===== src/capreg_pkg.sv =====
/*
  Shared constants and types for the processor capability register bank:
  bus address map, field layouts of both capability words, preset encodings,
  bus responses and state codes.
  Assumes a 32-bit AXI4-Lite bus with word-aligned registers.
*/
package capreg_pkg;

  // Bus geometry.
  localparam int ADDR_W = 12;
  localparam int DATA_W = 32;
  localparam int STRB_W = 4;
  localparam int WORD_LSB = 2;
  localparam int LANE_TOP = 3;
  localparam int LANE_LOW = 0;

  // Register byte addresses.
  localparam logic [ADDR_W-1:0] CAP_SETUP_ADDR = 12'h000;
  localparam logic [ADDR_W-1:0] CAP_EXT_ONE_ADDR = 12'h004;

  // Bus responses.
  localparam logic [1:0] RESP_OKAY = 2'h0;
  localparam logic [1:0] RESP_DECERR = 2'h3;

  // Architecture type codes.
  localparam logic [1:0] ARCH_32BIT = 2'h0;
  localparam logic [1:0] ARCH_64BIT_COMPAT = 2'h1;
  localparam logic [1:0] ARCH_64BIT_FULL = 2'h2;

  // Architecture revision codes.
  localparam logic [2:0] REV_FIRST = 3'h0;
  localparam logic [2:0] REV_SECOND = 3'h1;

  // Translation unit codes.
  localparam logic [2:0] XLAT_NONE = 3'h0;
  localparam logic [2:0] XLAT_TLB = 3'h1;
  localparam logic [2:0] XLAT_BLOCK = 3'h2;
  localparam logic [2:0] XLAT_FIXED = 3'h3;

  // Reset and constant field values.
  localparam logic [2:0] COH_RESET = 3'h0;
  localparam logic [2:0] RSVD_ZERO = 3'h0;
  localparam logic [2:0] LINE_ABSENT = 3'h0;
  localparam logic EXT_ONE_PRESENT = 1'h1;
  localparam logic EXT_TWO_PRESENT = 1'h0;

  // Layout of the capability setup word, most significant field first.
  typedef struct packed {
    logic ext_present;
    logic [2:0] upper_kernel_coherency;
    logic [2:0] user_segment_coherency;
    logic [8:0] impl_field;
    logic byte_order_flag;
    logic [1:0] architecture_type;
    logic [2:0] architecture_revision;
    logic [2:0] translation_unit_type;
    logic [2:0] reserved_zero;
    logic virtual_icache_flag;
    logic [2:0] first_kernel_coherency;
  } capability_setup_s;

  // Layout of the first capability extension word.
  typedef struct packed {
    logic ext_present;
    logic [5:0] mmu_entries_m1;
    logic [2:0] icache_sets;
    logic [2:0] icache_line;
    logic [2:0] icache_assoc;
    logic [2:0] dcache_sets;
    logic [2:0] dcache_line;
    logic [2:0] dcache_assoc;
    logic cop2_present;
    logic media_ext_present;
    logic perf_counters_present;
    logic watch_present;
    logic code_compress_present;
    logic debug_present;
    logic fpu_present;
  } capability_extension_one_s;

  // A write request held between its address and data halves.
  typedef struct packed {
    logic [ADDR_W-1:0] addr;
    logic [DATA_W-1:0] data;
    logic [STRB_W-1:0] strb;
  } write_req_s;

  typedef enum logic [1:0] {
    WS_COLLECT = 2'b01,
    WS_RESP = 2'b10
  } write_state_e;

  typedef enum logic [1:0] {
    RS_IDLE = 2'b01,
    RS_DATA = 2'b10
  } read_state_e;

endpackage


===== src/capability_regs.sv =====
/*
  Processor capability register bank: the capability setup word and the
  first capability extension word, reachable over an AXI4-Lite slave port.
  Assumes one clock, a synchronous active-high reset held at least five
  edges, and a byte-order strap pin that is stable around reset.
*/
// Chosen here: the AXI4-Lite interface to the registers and the register addresses.
`timescale 1ns/1ns
`default_nettype none
// Behaviour
// - Setup word bit 31 reads one, extension word exists; writes ignored.
// - With fixed mapping, upper kernel coherency is a writable three-bit field.
// - With fixed mapping, user segment coherency is a writable three-bit field.
// - Without fixed mapping, both segment coherency fields read zero, ignore writes.
// - Nine-bit implementation field is reserved, read-only, value set by parameter.
// - Byte order flag reads the running endian mode, taken from a pin.
// - Preset read-only architecture type and revision fields.
// - Preset read-only translation unit type field.
// - Bits 6 to 4 read zero; software writes zero there.
// - Preset read-only flag tells whether the instruction cache is virtual.
// - First kernel coherency is a writable three-bit field in bits 2 to 0.
// - All other fields are constants or captured during reset.
// - Extension word encodes sets, line size, associativity for both caches.
// - Line size encoding reads zero for a cache that is absent.
module capability_regs
  import capreg_pkg::*;
#(
  parameter logic [1:0] ARCH_TYPE = ARCH_64BIT_FULL,
  parameter logic [2:0] ARCH_REVISION = REV_SECOND,
  parameter logic [2:0] TRANSLATION_TYPE = XLAT_FIXED,
  parameter logic VIRTUAL_ICACHE = 1'h0,
  parameter logic [8:0] IMPL_VALUE = 9'h000,
  parameter logic [5:0] MMU_ENTRIES_M1 = 6'h00,
  parameter logic ICACHE_PRESENT = 1'h1,
  parameter logic [2:0] ICACHE_SETS = 3'h0,
  parameter logic [2:0] ICACHE_LINE = 3'h1,
  parameter logic [2:0] ICACHE_ASSOC = 3'h0,
  parameter logic DCACHE_PRESENT = 1'h1,
  parameter logic [2:0] DCACHE_SETS = 3'h0,
  parameter logic [2:0] DCACHE_LINE = 3'h1,
  parameter logic [2:0] DCACHE_ASSOC = 3'h0,
  parameter logic [6:0] OPTION_BITS = 7'h00
) (
  // Clock and reset.
  input wire logic REF_CLK,
  input wire logic RST,
  // Byte-order strap pin.
  input wire logic BYTE_ORDER_PIN,
  // Write address channel.
  input wire logic AWVALID,
  output logic AWREADY,
  input wire logic [ADDR_W-1:0] AWADDR,
  input wire logic [2:0] AWPROT,
  // Write data channel.
  input wire logic WVALID,
  output logic WREADY,
  input wire logic [DATA_W-1:0] WDATA,
  input wire logic [STRB_W-1:0] WSTRB,
  // Write response channel.
  output logic BVALID,
  input wire logic BREADY,
  output logic [1:0] BRESP,
  // Read address channel.
  input wire logic ARVALID,
  output logic ARREADY,
  input wire logic [ADDR_W-1:0] ARADDR,
  input wire logic [2:0] ARPROT,
  // Read data channel.
  output logic RVALID,
  input wire logic RREADY,
  output logic [DATA_W-1:0] RDATA,
  output logic [1:0] RRESP,
  // Settings driven into the cache and translation logic.
  output logic [2:0] UPPER_KERNEL_COHERENCY,
  output logic [2:0] USER_SEGMENT_COHERENCY,
  output logic [2:0] FIRST_KERNEL_COHERENCY,
  output logic BYTE_ORDER_FLAG
);

  // The segment coherency fields exist only with a fixed-mapping unit.
  localparam logic FIXED_MAP = (TRANSLATION_TYPE == XLAT_FIXED);

  logic strap_level;
  logic byte_order_r;
  logic [2:0] upper_coh_r;
  logic [2:0] user_coh_r;
  logic [2:0] first_coh_r;

  write_state_e wr_state_r;
  logic aw_got_r;
  logic w_got_r;
  write_req_s wr_req_r;
  logic [1:0] bresp_r;

  read_state_e rd_state_r;
  logic [DATA_W-1:0] rdata_r;
  logic [1:0] rresp_r;

  logic aw_fire;
  logic w_fire;
  logic have_aw;
  logic have_w;
  logic commit;
  logic [ADDR_W-1:0] wr_addr;
  logic [DATA_W-1:0] wr_data;
  logic [STRB_W-1:0] wr_strb;
  capability_setup_s wr_fields;
  logic wr_hit_setup;
  logic wr_hit_ext;
  logic ar_fire;
  logic rd_hit_setup;
  logic rd_hit_ext;

  capability_setup_s setup_word;
  capability_extension_one_s ext_word;

  // Strap capture.

  strap_sync u_byte_order_sync (
    .clk(REF_CLK),
    .pin(BYTE_ORDER_PIN),
    .level(strap_level)
  );

  // The mode is sampled while reset is held and then frozen, so a pin
  // that moves later cannot change the byte order under running code.
  always_ff @(posedge REF_CLK) begin
    if (RST) begin
      byte_order_r <= strap_level;
    end
  end

  // Write path.

  assign AWREADY = (wr_state_r == WS_COLLECT) && !aw_got_r;
  assign WREADY = (wr_state_r == WS_COLLECT) && !w_got_r;
  assign aw_fire = AWVALID && AWREADY;
  assign w_fire = WVALID && WREADY;
  assign have_aw = aw_got_r || aw_fire;
  assign have_w = w_got_r || w_fire;
  assign commit = (wr_state_r == WS_COLLECT) && have_aw && have_w;

  assign wr_addr = aw_got_r ? wr_req_r.addr : AWADDR;
  assign wr_data = w_got_r ? wr_req_r.data : WDATA;
  assign wr_strb = w_got_r ? wr_req_r.strb : WSTRB;
  assign wr_fields = capability_setup_s'(wr_data);

  assign wr_hit_setup = wr_addr[ADDR_W-1:WORD_LSB] == CAP_SETUP_ADDR[ADDR_W-1:WORD_LSB];
  assign wr_hit_ext = wr_addr[ADDR_W-1:WORD_LSB] == CAP_EXT_ONE_ADDR[ADDR_W-1:WORD_LSB];

  always_ff @(posedge REF_CLK) begin
    if (RST) begin
      wr_state_r <= WS_COLLECT;
    end else begin
      case (wr_state_r)
        WS_COLLECT: begin
          if (commit) begin
            wr_state_r <= WS_RESP;
          end
        end
        WS_RESP: begin
          if (BREADY) begin
            wr_state_r <= WS_COLLECT;
          end
        end
        default: begin
          wr_state_r <= WS_COLLECT;
        end
      endcase
    end
  end

  // A half that arrives alone is parked until its partner shows up.
  always_ff @(posedge REF_CLK) begin
    if (RST) begin
      aw_got_r <= 1'b0;
    end else if (commit) begin
      aw_got_r <= 1'b0;
    end else if (aw_fire) begin
      aw_got_r <= 1'b1;
    end
  end

  always_ff @(posedge REF_CLK) begin
    if (RST) begin
      w_got_r <= 1'b0;
    end else if (commit) begin
      w_got_r <= 1'b0;
    end else if (w_fire) begin
      w_got_r <= 1'b1;
    end
  end

  always_ff @(posedge REF_CLK) begin
    if (RST) begin
      wr_req_r <= '0;
    end else begin
      if (aw_fire) begin
        wr_req_r.addr <= AWADDR;
      end
      if (w_fire) begin
        wr_req_r.data <= WDATA;
        wr_req_r.strb <= WSTRB;
      end
    end
  end

  // Writes to the extension word are answered but change nothing.
  always_ff @(posedge REF_CLK) begin
    if (RST) begin
      bresp_r <= RESP_OKAY;
    end else if (commit) begin
      bresp_r <= (wr_hit_setup || wr_hit_ext) ? RESP_OKAY : RESP_DECERR;
    end
  end

  assign BVALID = (wr_state_r == WS_RESP);
  assign BRESP = bresp_r;

  // Coherency fields.
  // Reset clears them to a known code; software still has to program them
  // before enabling caches, since nothing else guarantees a useful value.

  always_ff @(posedge REF_CLK) begin
    if (RST) begin
      upper_coh_r <= COH_RESET;
    end else if (commit && wr_hit_setup && FIXED_MAP && wr_strb[LANE_TOP]) begin
      upper_coh_r <= wr_fields.upper_kernel_coherency;
    end
  end

  always_ff @(posedge REF_CLK) begin
    if (RST) begin
      user_coh_r <= COH_RESET;
    end else if (commit && wr_hit_setup && FIXED_MAP && wr_strb[LANE_TOP]) begin
      user_coh_r <= wr_fields.user_segment_coherency;
    end
  end

  always_ff @(posedge REF_CLK) begin
    if (RST) begin
      first_coh_r <= COH_RESET;
    end else if (commit && wr_hit_setup && wr_strb[LANE_LOW]) begin
      first_coh_r <= wr_fields.first_kernel_coherency;
    end
  end

  // Word assembly.

  always_comb begin
    setup_word = '0;
    setup_word.ext_present = EXT_ONE_PRESENT;
    setup_word.upper_kernel_coherency = FIXED_MAP ? upper_coh_r : COH_RESET;
    setup_word.user_segment_coherency = FIXED_MAP ? user_coh_r : COH_RESET;
    setup_word.impl_field = IMPL_VALUE;
    setup_word.byte_order_flag = byte_order_r;
    setup_word.architecture_type = ARCH_TYPE;
    setup_word.architecture_revision = ARCH_REVISION;
    setup_word.translation_unit_type = TRANSLATION_TYPE;
    setup_word.reserved_zero = RSVD_ZERO;
    setup_word.virtual_icache_flag = VIRTUAL_ICACHE;
    setup_word.first_kernel_coherency = first_coh_r;
  end

  // Every field here is a constant, so no write can ever reach it.
  always_comb begin
    ext_word = '0;
    ext_word.ext_present = EXT_TWO_PRESENT;
    ext_word.mmu_entries_m1 = MMU_ENTRIES_M1;
    ext_word.icache_sets = ICACHE_SETS;
    ext_word.icache_line = ICACHE_PRESENT ? ICACHE_LINE : LINE_ABSENT;
    ext_word.icache_assoc = ICACHE_ASSOC;
    ext_word.dcache_sets = DCACHE_SETS;
    ext_word.dcache_line = DCACHE_PRESENT ? DCACHE_LINE : LINE_ABSENT;
    ext_word.dcache_assoc = DCACHE_ASSOC;
    {ext_word.cop2_present, ext_word.media_ext_present, ext_word.perf_counters_present,
     ext_word.watch_present, ext_word.code_compress_present, ext_word.debug_present,
     ext_word.fpu_present} = OPTION_BITS;
  end

  // Read path.

  assign ARREADY = (rd_state_r == RS_IDLE);
  assign ar_fire = ARVALID && ARREADY;
  assign rd_hit_setup = ARADDR[ADDR_W-1:WORD_LSB] == CAP_SETUP_ADDR[ADDR_W-1:WORD_LSB];
  assign rd_hit_ext = ARADDR[ADDR_W-1:WORD_LSB] == CAP_EXT_ONE_ADDR[ADDR_W-1:WORD_LSB];

  always_ff @(posedge REF_CLK) begin
    if (RST) begin
      rd_state_r <= RS_IDLE;
    end else begin
      case (rd_state_r)
        RS_IDLE: begin
          if (ar_fire) begin
            rd_state_r <= RS_DATA;
          end
        end
        RS_DATA: begin
          if (RREADY) begin
            rd_state_r <= RS_IDLE;
          end
        end
        default: begin
          rd_state_r <= RS_IDLE;
        end
      endcase
    end
  end

  // Read data is latched at the address handshake, so a write landing
  // while the answer waits does not alter a word already on offer.
  always_ff @(posedge REF_CLK) begin
    if (RST) begin
      rdata_r <= '0;
      rresp_r <= RESP_OKAY;
    end else if (ar_fire) begin
      if (rd_hit_setup) begin
        rdata_r <= DATA_W'(setup_word);
        rresp_r <= RESP_OKAY;
      end else if (rd_hit_ext) begin
        rdata_r <= DATA_W'(ext_word);
        rresp_r <= RESP_OKAY;
      end else begin
        rdata_r <= '0;
        rresp_r <= RESP_DECERR;
      end
    end
  end

  assign RVALID = (rd_state_r == RS_DATA);
  assign RDATA = rdata_r;
  assign RRESP = rresp_r;

  // Settings out.

  assign UPPER_KERNEL_COHERENCY = setup_word.upper_kernel_coherency;
  assign USER_SEGMENT_COHERENCY = setup_word.user_segment_coherency;
  assign FIRST_KERNEL_COHERENCY = first_coh_r;
  assign BYTE_ORDER_FLAG = byte_order_r;

endmodule
`default_nettype wire


===== src/strap_sync.sv =====
/*
  Three-stage synchroniser for a slowly changing pin level.
  Assumes the pin is quasi-static; a change is accepted once the second and
  third stages agree, so a single-cycle glitch on the third stage is ignored.
*/
`timescale 1ns/1ns
`default_nettype none
module strap_sync (
  // Clock.
  input wire logic clk,
  // Raw pin and accepted level.
  input wire logic pin,
  output logic level
);

  logic stage1_r;
  logic stage2_r;
  logic stage3_r;
  logic level_r;

  // The chain carries data only, so it needs no reset.
  always_ff @(posedge clk) begin
    stage1_r <= pin;
    stage2_r <= stage1_r;
    stage3_r <= stage2_r;
  end

  always_ff @(posedge clk) begin
    if (stage2_r == stage3_r) begin
      level_r <= stage3_r;
    end
  end

  assign level = level_r;

endmodule
`default_nettype wire


===== config.mk =====
export PLATFORM = sky130hd
export DESIGN_NAME = capability_regs
export DESIGN_NICKNAME = d
export VERILOG_FILES = /design/src/capreg_pkg.sv /design/src/capability_regs.sv /design/src/strap_sync.sv
export SDC_FILE = /design/constraint.sdc
export NUM_CORES = 1
export LEC_CHECK = 0
export BUFFER_PORTS_ARGS = -buffer_cell sky130_fd_sc_hd__buf_2
export CAP_MARGIN = 5
export CORE_AREA = 5 5 69 96
export DETAILED_ROUTE_END_ITERATION = 8
export DIE_AREA = 0 0 74 101
export GPL_ROUTABILITY_DRIVEN = 0
export PLACE_DENSITY = 0.77
export SLEW_MARGIN = 20
export SYNTH_ARGS = -nofsm -noshare
export SYNTH_HDL_FRONTEND = slang
export SYNTH_SLANG_ARGS = --single-unit

===== constraint.sdc =====
create_clock -name REF_CLK -period 2.8 [get_ports REF_CLK]
set_input_delay 0.7 -clock REF_CLK [delete_from_list [all_inputs] [get_ports REF_CLK]]
set_output_delay 0.7 -clock REF_CLK [all_outputs]
set_load 0.02 [all_outputs]

==> reports/results.tsv, run 1 <==
stage	metric	value	unit
sta	finalCritPeriodShare	0.814	
synth	syn_area	2450	um^2
sta	worst_pin_slew	0.740	ns
routing	dr.pass1.iters	4	
worst_setup_path	cp_num_buf_inv	1	
sta	period_minus_slack	2.28	ns
routing	antenna_left	0	
worst_setup_path	worst_ep_arrival_time	1.58	ns
clock_network	cts_hold_buffers	0	
sta	slew_viol_final	0	
place	dp_hpwl	4100	um
die	core	5740	um^2
cells_and_area	register_area	1140	um^2
synth	netlist_instances	274	
power	finalPower	1.59	mW
power	p_int	1.13	mW
power	powerDensity	555	nW/um^2
cells_and_area	n_antenna_cell	0	
synth	syn_area_per_cell	8.95	um^2
die	boundaryPins	125	
routing	drc_errors	0	
clock_network	clock_latency	0.31	ns
worst_setup_path	crit_chain	nor3b_1 > buf_2	
clock_network	cts_setup_buffers	0	
die	die_w	74	um
clock_network	cts_sinks	56	
clock_network	cts-root-buf	clkbuf_8	
power	pwr-share-clk	0.279	
cells_and_area	multiInputGateArea	1130	um^2
worst_setup_path	ff2ff_path_depth	4	
cells_and_area	n_fill_cell	565	
worst_setup_path	r2r_slack	0.61	ns
worst_setup_path	timing.rr.end	UPPER_KERNEL_COHERENCY[0]	
routing	first_iter_violations	80	
clock_network	cts_resized	0	
global_route	antenna_found_initial	0	
power	seq_power_share	0.553	
routing	wire_per_inst	13.3	um
global_route	grt_pass1_vias	1892	
clock_network	numCtsBuffers	5	
worst_setup_path	path_class	reg -> out	
sta	relSlewSlack	0.506	
synth	ys_ff_latch	56	
hold_path	min-delay-start	u_byte_order_sync.stage1_r	
cells_and_area	fin_util	0.499	
power	p_leak	1.27	nW
clock_network	htree_levels	2	
worst_setup_path	critPathSlowestCell	dfxtp_1	
job	drv_cap	0	
routing	via_per_inst	4.97	
cells_and_area	synthToLayoutAreaGrowth	16.8	%
cells_and_area	nNetsFinal	411	
sta	hold_ws	0.338	ns
worst_setup_path	cp_top_family	flip-flops	
die	die_h	101	um
sta	hold_viol	0	
run_status	status	completed	
worst_setup_path	cp_max_fo	14	
hold_path	hp-class	reg -> reg	
power	ir_drop	409	uV
place	io_buffers	73	
synth	yosysWarnings	0	
global_route	grt_pass1_wl	8640	um
clock_network	cts_buffer_depth	2	
power	swShare	0.292	
synth	ys_seq_area_frac	0.465	
synth	synthDistinctLibCells	35	
die	start_util	0.427	
sta	fmaxAchievable	439	MHz
routing	vias	2028	
die	dieArea	7470	um^2
sta	skew	0.00686	ns
cells_and_area	final_area	2860	um^2
die	row_count	33	
hold_path	whs_path_depth	0	
hold_path	whs_endpoint	u_byte_order_sync.stage2_r	
cells_and_area	drive_above_1_share	0.302	
global_route	grt_overflow	0	
clock_network	cts_tree	done	
sta	rsz0062_at_grt	false	
worst_setup_path	required	2.10	ns
place	dpl_cell_area	2770	um^2
global_route	grt_max_degree	40	
sta	finalSetupViolCount	0	
power	p_switching	0.464	mW
global_route	grt_usage	0.147	
power	p_comb_frac	0.168	
worst_setup_path	r2r_start	aw_got_r	
worst_setup_path	critPathCaptureType	output pin	
worst_setup_path	critPathMaxStageDelay	0.56	ns
sta	finalSetupTns	0	ns
routing	totalWireLength	5430	um
worst_setup_path	cp-start-kind	flop	
clock_network	cts.clk_slew.worst_paths	0.10	ns
[through the flow]
step | setup slack (ns) | std cells
CTS | 0.522 | 408
global route | 0.449 | 408
finish | 0.522 | 408
floorplan | 0.648 | 289
global placement | 0.435 | 400
detailed placement | 0.410 | 400
[power groups by stage]
stage	combinational [mW]	clock, mW	sequential (mW)
after floorplan	0.220	0	0.884
after global placement	0.262	0	0.895
after detailed placement	0.268	0	0.898
after CTS	0.269	0.463	0.879
after global routing	0.299	0.499	0.887
final	0.267	0.443	0.880
[cell families after synthesis]
| kind of cell | Yosys count | synth area share |
|---|---|---|
| AO/OA/AOI/OAI | 43 | 0.131 |
| XOR/XNOR | 1 | 0.00357 |
| buffers and inverters | 40 | 0.0964 |
| flip-flops | 56 | 0.465 |
| multiplexers | 20 | 0.0872 |
| other | 1 | 0.00153 |
| AND/OR/NAND/NOR | 113 | 0.215 |
[flip-flops by register name (all words and copies together) (netlist names), 2 cells and up]
| register | count |
|---|---|
| rd_state_r | 2 |
| RDATA | 13 |
| UPPER_KERNEL_COHERENCY | 3 |
| USER_SEGMENT_COHERENCY | 3 |
| wr_state_r | 2 |
| FIRST_KERNEL_COHERENCY | 3 |
| wr_req_r | 21 |
[routing by layer]
metal  part of all wire  vias to the layer above  track usage
met2               0.53                       65        0.259
met4              0.015                        0       0.0446
met1               0.38                      939        0.169
met5                  0                        -            0
li1                   -                     1017            -
met3              0.075                        7       0.0399
[cells in the final DEF (no fill, tap or decap), types with 9 or more instances in the layout]
master / netlist / layout
a21oi_1: 25 / 25
a32oi_1: 10 / 10
buf_2: 0 / 73
conb_1: 1 / 16
dfxtp_1: 54 / 54
mux2_2: 11 / 11
mux2i_1: 9 / 9
nand2_1: 46 / 46
nor2_1: 29 / 29
nor2b_1: 12 / 12
nor3_1: 9 / 9
[final cells by class]
cell class / count / share of cell area
Timing Repair Buffer: 78 / 0.141
Clock buffer: 5 / 0.0240
Multi-Input combinational cell: 193 / 0.395
Inverter: 3 / 0.00393
Sequential cell: 56 / 0.398
Tap cell: 70 / 0.0306
Clock inverter: 3 / 0.00743
[cell usage after synthesis, drive strengths merged]
| library cell | n | share of area |
|---|---|---|
| nand3b | 1 | 0.0031 |
| a21oi | 25 | 0.051 |
| a211oi | 1 | 0.0031 |
| inv | 3 | 0.0046 |
| or3b | 1 | 0.0036 |
| o2111ai | 2 | 0.017 |
| and4b | 1 | 0.0041 |
| xnor2 | 1 | 0.0036 |
| a22o | 1 | 0.0036 |
| edfxtp | 2 | 0.024 |
| buf | 24 | 0.072 |
| and2 | 2 | 0.0051 |
| nor3b | 4 | 0.012 |
| nor4 | 2 | 0.0051 |
| mux2 | 11 | 0.051 |
| nor2 | 29 | 0.044 |
| nand2 | 46 | 0.070 |
| clkbuf | 13 | 0.020 |
| a32oi | 10 | 0.036 |
| nand2b | 3 | 0.0077 |
| or4 | 1 | 0.0031 |
| nor2b | 12 | 0.031 |
| a21o | 1 | 0.0031 |
| mux2i | 9 | 0.037 |
| or3 | 1 | 0.0046 |
| or2 | 1 | 0.0026 |
| o22a | 1 | 0.0036 |
| a22oi | 1 | 0.0031 |
| dfxtp | 54 | 0.44 |
| nor3 | 9 | 0.018 |
| a2111oi | 1 | 0.011 |
| conb | 1 | 0.0015 |
[worst max path at each step]
stage | from | to | slack (ns) | cells past startpoint
6_report | w_got_r | WREADY | 0.52 | 2
5_1_grt | w_got_r | WREADY | 0.45 | 2
4_1_cts | w_got_r | WREADY | 0.52 | 2
3_5_place_dp | AWADDR[4] | USER_SEGMENT_COHERENCY[2] | 0.41 | 5
3_3_place_gp | AWADDR[4] | USER_SEGMENT_COHERENCY[2] | 0.44 | 5
2_1_floorplan | AWADDR[4] | UPPER_KERNEL_COHERENCY[0] | 0.65 | 4
No activity file was read; power rests on OpenSTA's default activity.
==> run 2, diff against run 1 <==
clock period = 2.1 ns   (was 2.8 ns; I/O delays follow)
==> run 2 against run 1 <==
  * Die area unchanged
  * Setup slack got worse by 0.47 ns
  * Total power is 41% higher
  * Sequential power rose by 31%
  * Final area is 2.8% higher
  * Sequential share of layout area fell by 1.1 points
  * Flip-flop and latch count stayed put
  * Non-clock buffer count is 7 higher
  * Final cell count up 1.7%
  * Via count down 0.35%
  * First-iteration DRC count is 7.5% lower
  * Wire length decreased by 0.18%
  * Critical endpoint is now UPPER_KERNEL_COHERENCY[2]
==> reports/results.tsv, run 2 (same netlist as run 1, synthesis figures left out) <==
stage	metric	value	unit	change
die	die_w	74	um	unchanged
sta	period_minus_slack	2.05	ns	
cells_and_area	max_flop_register	wr_req_r		
cells_and_area	nNetsFinal	418		+1.7%
worst_setup_path	required	2.29	ns	+0.19 ns
worst_setup_path	cp_num_buf_inv	1		unchanged
routing	totalWireLength	5420	um	-0.18%
worst_setup_path	path_class	reg -> reg		
routing	drc_errors	0		unchanged
power	p_leak	1.33	nW	+4.1%
place	io_buffers	73		unchanged
sta	hold_ws	0.318	ns	-0.0199 ns
place	dp_hpwl	4170	um	+1.7%
sta	worst_pin_slew	0.678	ns	-0.0620 ns
clock_network	cts.clk_slew.worst_paths	0.10	ns	about the same
clock_network	clock_latency	0.30	ns	about the same
die	die_h	101	um	unchanged
routing	via_per_inst	4.87		-2.0%
cells_and_area	layout_commonest_cell	buf_2		
routing	antenna_left	0		unchanged
sta	hold_viol	0		unchanged
die	boundaryPins	125		unchanged
cells_and_area	fin_util	0.513		+0.0142
routing	wire_per_inst	13.1	um	-1.9%
worst_setup_path	critPathSlowestCell	a2111oi_4		
sta	finalSetupTns	0	ns	unchanged
routing	dr.pass1.iters	4		unchanged
power	ir_drop	579	uV	+42%
clock_network	htree_levels	2		unchanged
global_route	antenna_found_initial	0		unchanged
hold_path	hp-class	in -> reg		
clock_network	cts_hold_buffers	0		unchanged
sta	skew	0.00970	ns	+0.00284 ns
clock_network	cts_sinks	56		unchanged
global_route	grt_pass1_vias	1942		+2.6%
worst_setup_path	cp_top_family	compound AO/OA/AOI/OAI gates		
global_route	grt_usage	0.145		-0.00159
cells_and_area	drive_above_1_share	0.319		+0.0171
cells_and_area	largest_reg_flops	21		unchanged
worst_setup_path	cp_max_fo	6		-8
clock_network	numCtsBuffers	5		unchanged
worst_setup_path	cp-start-kind	flop		
clock_network	cts_buffer_depth	2		unchanged
sta	relSlewSlack	0.548		+0.0420
cells_and_area	synthToLayoutAreaGrowth	20.1	%	
die	dieArea	7470	um^2	unchanged
sta	fmaxAchievable	489	MHz	
power	powerDensity	760	nW/um^2	+37%
sta	finalCritPeriodShare	0.974		
global_route	grt_pass1_wl	8670	um	+0.41%
job	drv_cap	0		unchanged
global_route	grt_max_degree	42		+5.0%
clock_network	cts_tree	done		
worst_setup_path	worst_ep_arrival_time	2.24	ns	+0.66 ns
worst_setup_path	critPathMaxStageDelay	0.45	ns	-0.11 ns
die	row_count	33		unchanged
global_route	grt_overflow	0		unchanged
cells_and_area	n_antenna_cell	0		unchanged
worst_setup_path	critPathCaptureType	flop		
routing	first_iter_violations	74		-7.5%
cells_and_area	final_cell_mix	73 x buf_2, 53 x dfxtp_1, 46 x nand2_1		
routing	vias	2021		-0.35%
worst_setup_path	crit_chain	buf_4 > or3_4 > a2111oi_4 > o2111ai_4 > mux2_4		
clock_network	cts-root-buf	clkbuf_8		
sta	finalSetupViolCount	0		unchanged
sta	slew_viol_final	0		unchanged
die	core	5740	um^2	unchanged
run_status	status	completed		
die	start_util	0.427		unchanged
[run 2: changes by cell type in the layout (fill, tap and decap cells not counted)]
| cell | previous run | this run |
|---|---|---|
| buf_4 | 5 | 12 |
| inv_6 | 2 | 0 |
| bufinv_16 | 0 | 1 |
| clkinv_4 | 0 | 1 |
| dfxtp_1 | 54 | 53 |
| dfxtp_2 | 0 | 1 |
| mux2_2 | 11 | 10 |
| mux2_4 | 0 | 1 |
| or3b_2 | 1 | 0 |
| or3b_4 | 0 | 1 |
[run 2: power breakdown]
| part | leakage (nW) | switching (mW) | total (mW) | internal (mW) |
|---|---|---|---|---|
| registers | 0.461 | 0.0299 | 1.15 | 1.12 |
| logic | 0.809 | 0.244 | 0.400 | 0.156 |
| clock network | 0.0558 | 0.332 | 0.686 | 0.354 |
[run 2: path summary, 6_finish.rpt]
check | endpoint | start | slack, ns | cells after the start
setup / recovery | UPPER_KERNEL_COHERENCY[2] | aw_got_r | 0.05 | 5
hold / removal | u_byte_order_sync.stage1_r | BYTE_ORDER_PIN | 0.32 | 1
setup reg to reg | UPPER_KERNEL_COHERENCY[2] | aw_got_r | 0.05 | 5
hold reg to reg | u_byte_order_sync.stage2_r | u_byte_order_sync.stage1_r | 0.34 | 0
[run 2: layout make-up]
class	instances	area, um^2
clock buffers	5	68.8
clock inverters	3	42.5
fillers	555	2790
inverters	3	11.3
multi-input cells	193	1140
flip-flops and latches	56	1140
well taps	70	87.6
repair buffers	85	455
[run 2: what timing repair did]
| action | 4_1_cts | 5_1_grt |
|---|---|---|
| buffers inserted | 0 | 3 |
| resized for setup | 0 | 3 |
| setup endpoints to repair | 0 | 6 |
[run 2: through the flow]
stage	instances	worst slack (ns)	total power [mW]	area (um^2)
after floorplan	289	0.123	1.47	2510
after global placement	404	-0.0914	1.56	2800
after detailed placement	404	-0.114	1.57	2800
after CTS	412	0.0726	2.26	2920
after global routing	415	-0.00299	2.36	2950
final	415	0.0547	2.24	2950
[run 2: metal layers]
| layer | part of all wire | routed length, um | vias up | GRT usage |
|---|---|---|---|---|
| met5 | 0 | 0 | - | 0 |
| met1 | 0.38 | 2070 | 927 | 0.168 |
| met4 | 0.011 | 61 | 0 | 0.0307 |
| met2 | 0.53 | 2900 | 58 | 0.264 |
| li1 | - | - | 1029 | - |
| met3 | 0.073 | 397 | 7 | 0.0379 |
==> run 3, diff against run 2 <==
CORE_AREA = 5 5 111 61   (was 5 5 69 96)
DIE_AREA = 0 0 116 66   (was 0 0 74 101)
==> run 3 against run 2 <==
  * Die area grew 2.4%
  * Sequential power is essentially flat
  * Count of clock-buffer cells in the layout is the same
  * Final cell count grew 1.7%
==> reports/results.tsv, run 3 (same netlist as run 1, synthesis figures left out) <==
stage	metric	value	unit	change
run_status	status	completed		
power	powerDensity	823	nW/um^2	+8.3%
sta	worst_pin_slew	0.587	ns	-0.0908 ns
routing	dr.pass1.iters	5		+1
die	row_count	20		-39%
routing	first_iter_violations	144		+95%
cells_and_area	nNetsFinal	418		unchanged
routing	wire_per_inst	13.9	um	+6.4%
cells_and_area	synthToLayoutAreaGrowth	22.4	%	
die	die_w	116	um	+57%
global_route	grt_pass1_vias	1952		+0.51%
sta	period_minus_slack	1.98	ns	-0.0610 ns
worst_setup_path	worst_ep_arrival_time	2.16	ns	-0.08 ns
cells_and_area	final_cell_mix	73 x buf_2, 54 x dfxtp_1, 46 x nand2_1		
power	p_int	1.83	mW	+12%
clock_network	clock_latency	0.29	ns	about the same
worst_setup_path	r2r_slack	0.12	ns	+0.06 ns
cells_and_area	layout_commonest_cell	buf_2		
routing	drc_errors	0		unchanged
clock_network	numCtsBuffers	5		unchanged
worst_setup_path	cp-start-kind	flop		
hold_path	hp-class	reg -> reg		
sta	slew_viol_final	0		unchanged
global_route	grt_usage	0.152		+0.00687
power	swShare	0.258		-0.0122
global_route	grt_pass1_wl	9180	um	+5.8%
die	core	5760	um^2	+0.28%
job	drv_cap	0		unchanged
clock_network	cts_buffer_depth	2		unchanged
sta	finalSetupViolCount	0		unchanged
power	p_comb_frac	0.161		-0.017
cells_and_area	max_flop_register	wr_req_r		
worst_setup_path	crit_start	aw_got_r		
die	dieArea	7660	um^2	+2.4%
routing	antenna_left	0		unchanged
die	boundaryPins	125		unchanged
power	ir_drop	335	uV	-42%
global_route	grt_max_degree	34		-19%
cells_and_area	n_fill_cell	546		-1.6%
power	p_leak	1.35	nW	+1.4%
cells_and_area	drive_above_1_share	0.316		-0.00290
sta	skew	0.00420	ns	-0.00550 ns
clock_network	cts_hold_buffers	0		unchanged
place	io_buffers	73		unchanged
cells_and_area	n_antenna_cell	0		unchanged
worst_setup_path	r2r_start	aw_got_r		
power	p_switching	0.639	mW	+5.4%
clock_network	cts_resized	0		unchanged
worst_setup_path	path_class	reg -> reg		
power	seq_power_share	0.469		-0.047
sta	rsz0062_at_grt	false		
worst_setup_path	required	2.28	ns	about the same
global_route	antenna_found_initial	0		unchanged
cells_and_area	largest_reg_flops	21		unchanged
sta	relSlewSlack	0.609		+0.0605
worst_setup_path	cp_max_fo	6		unchanged
hold_path	whs_path_depth	0		-1
clock_network	cts.clk_slew.worst_paths	0.07	ns	-0.03 ns
clock_network	cts_setup_buffers	0		unchanged
worst_setup_path	critPathCaptureType	flop		
sta	finalCritPeriodShare	0.945		-0.0290
routing	totalWireLength	5870	um	+8.2%
clock_network	htree_levels	2		unchanged
clock_network	cts-root-buf	clkbuf_16		
power	pwr-share-clk	0.370		+0.064
die	start_util	0.426		-0.00121
sta	hold_ws	0.332	ns	+0.0139 ns
place	dp_hpwl	4550	um	+9.1%
routing	via_per_inst	4.92		+1.1%
cells_and_area	register_area	1140	um^2	-0.11%
routing	vias	2078		+2.8%
die	die_h	66	um	-35%
global_route	grt_overflow	0		unchanged
clock_network	cts_sinks	56		unchanged
clock_network	cts_tree	done		
cells_and_area	fin_util	0.522		+0.00855
worst_setup_path	ff2ff_path_depth	5		unchanged
worst_setup_path	timing.rr.end	UPPER_KERNEL_COHERENCY[2]		
cells_and_area	multiInputGateArea	1130	um^2	-0.55%
sta	fmaxAchievable	504	MHz	+3.1%
sta	hold_viol	0		unchanged
worst_setup_path	crit_end	UPPER_KERNEL_COHERENCY[2]		
-- run 3: final cells by class --
class	instances	share of cell area
sequential	56	0.380
tap	77	0.0321
multi-input combinational	193	0.377
clock buffer	5	0.0417
clock inverter	3	0.0142
inverter	3	0.00375
timing repair buffer	85	0.152
-- run 3: stage by stage --
stage	TNS [ns]	instances	total power, mW	cell area (um^2)	setup slack [ns]
final	0	422	2.47	3000	0.116
after global routing	0	422	2.59	3000	0.0313
after CTS	0	422	2.49	3000	0.0891
after detailed placement	-0.799	414	1.58	2840	-0.110
after global placement	-0.581	414	1.56	2840	-0.0759
after floorplan	0	289	1.47	2510	0.123
-- run 3: worst min-delay path by stage --
stage,end,start,slack [ns]
6_report,u_byte_order_sync.stage2_r,u_byte_order_sync.stage1_r,0.33
2_1_floorplan,u_byte_order_sync.stage2_r,u_byte_order_sync.stage1_r,0.31
5_1_grt,u_byte_order_sync.stage1_r,BYTE_ORDER_PIN,0.32
3_3_place_gp,u_byte_order_sync.stage2_r,u_byte_order_sync.stage1_r,0.31
4_1_cts,u_byte_order_sync.stage1_r,BYTE_ORDER_PIN,0.33
3_5_place_dp,u_byte_order_sync.stage2_r,u_byte_order_sync.stage1_r,0.32
-- run 3: critical path, cell delays in order, from the launching register on --
cell and delay, ns:
dfxtp_1 0.36, or3b_2 0.50, a2111oi_4 0.30, buf_4 0.19
o2111ai_4 0.20, mux2_2 0.32
-- run 3: routing by layer --
metal | part of all wire | vias up | global-route usage
met5 | 0 | - | 0
met4 | 0.0072 | 0 | 0.0376
met3 | 0.077 | 6 | 0.0512
met2 | 0.44 | 61 | 0.233
met1 | 0.48 | 981 | 0.207
li1 | - | 1030 | -
-- run 3: power groups by stage --
stage,Sequential (mW),Combinational [mW],Clock (mW)
2_1_floorplan,1.18,0.294,0
3_3_place_gp,1.18,0.385,0
3_5_place_dp,1.18,0.395,0
4_1_cts,1.16,0.397,0.940
5_1_grt,1.17,0.437,0.991
6_report,1.16,0.398,0.916
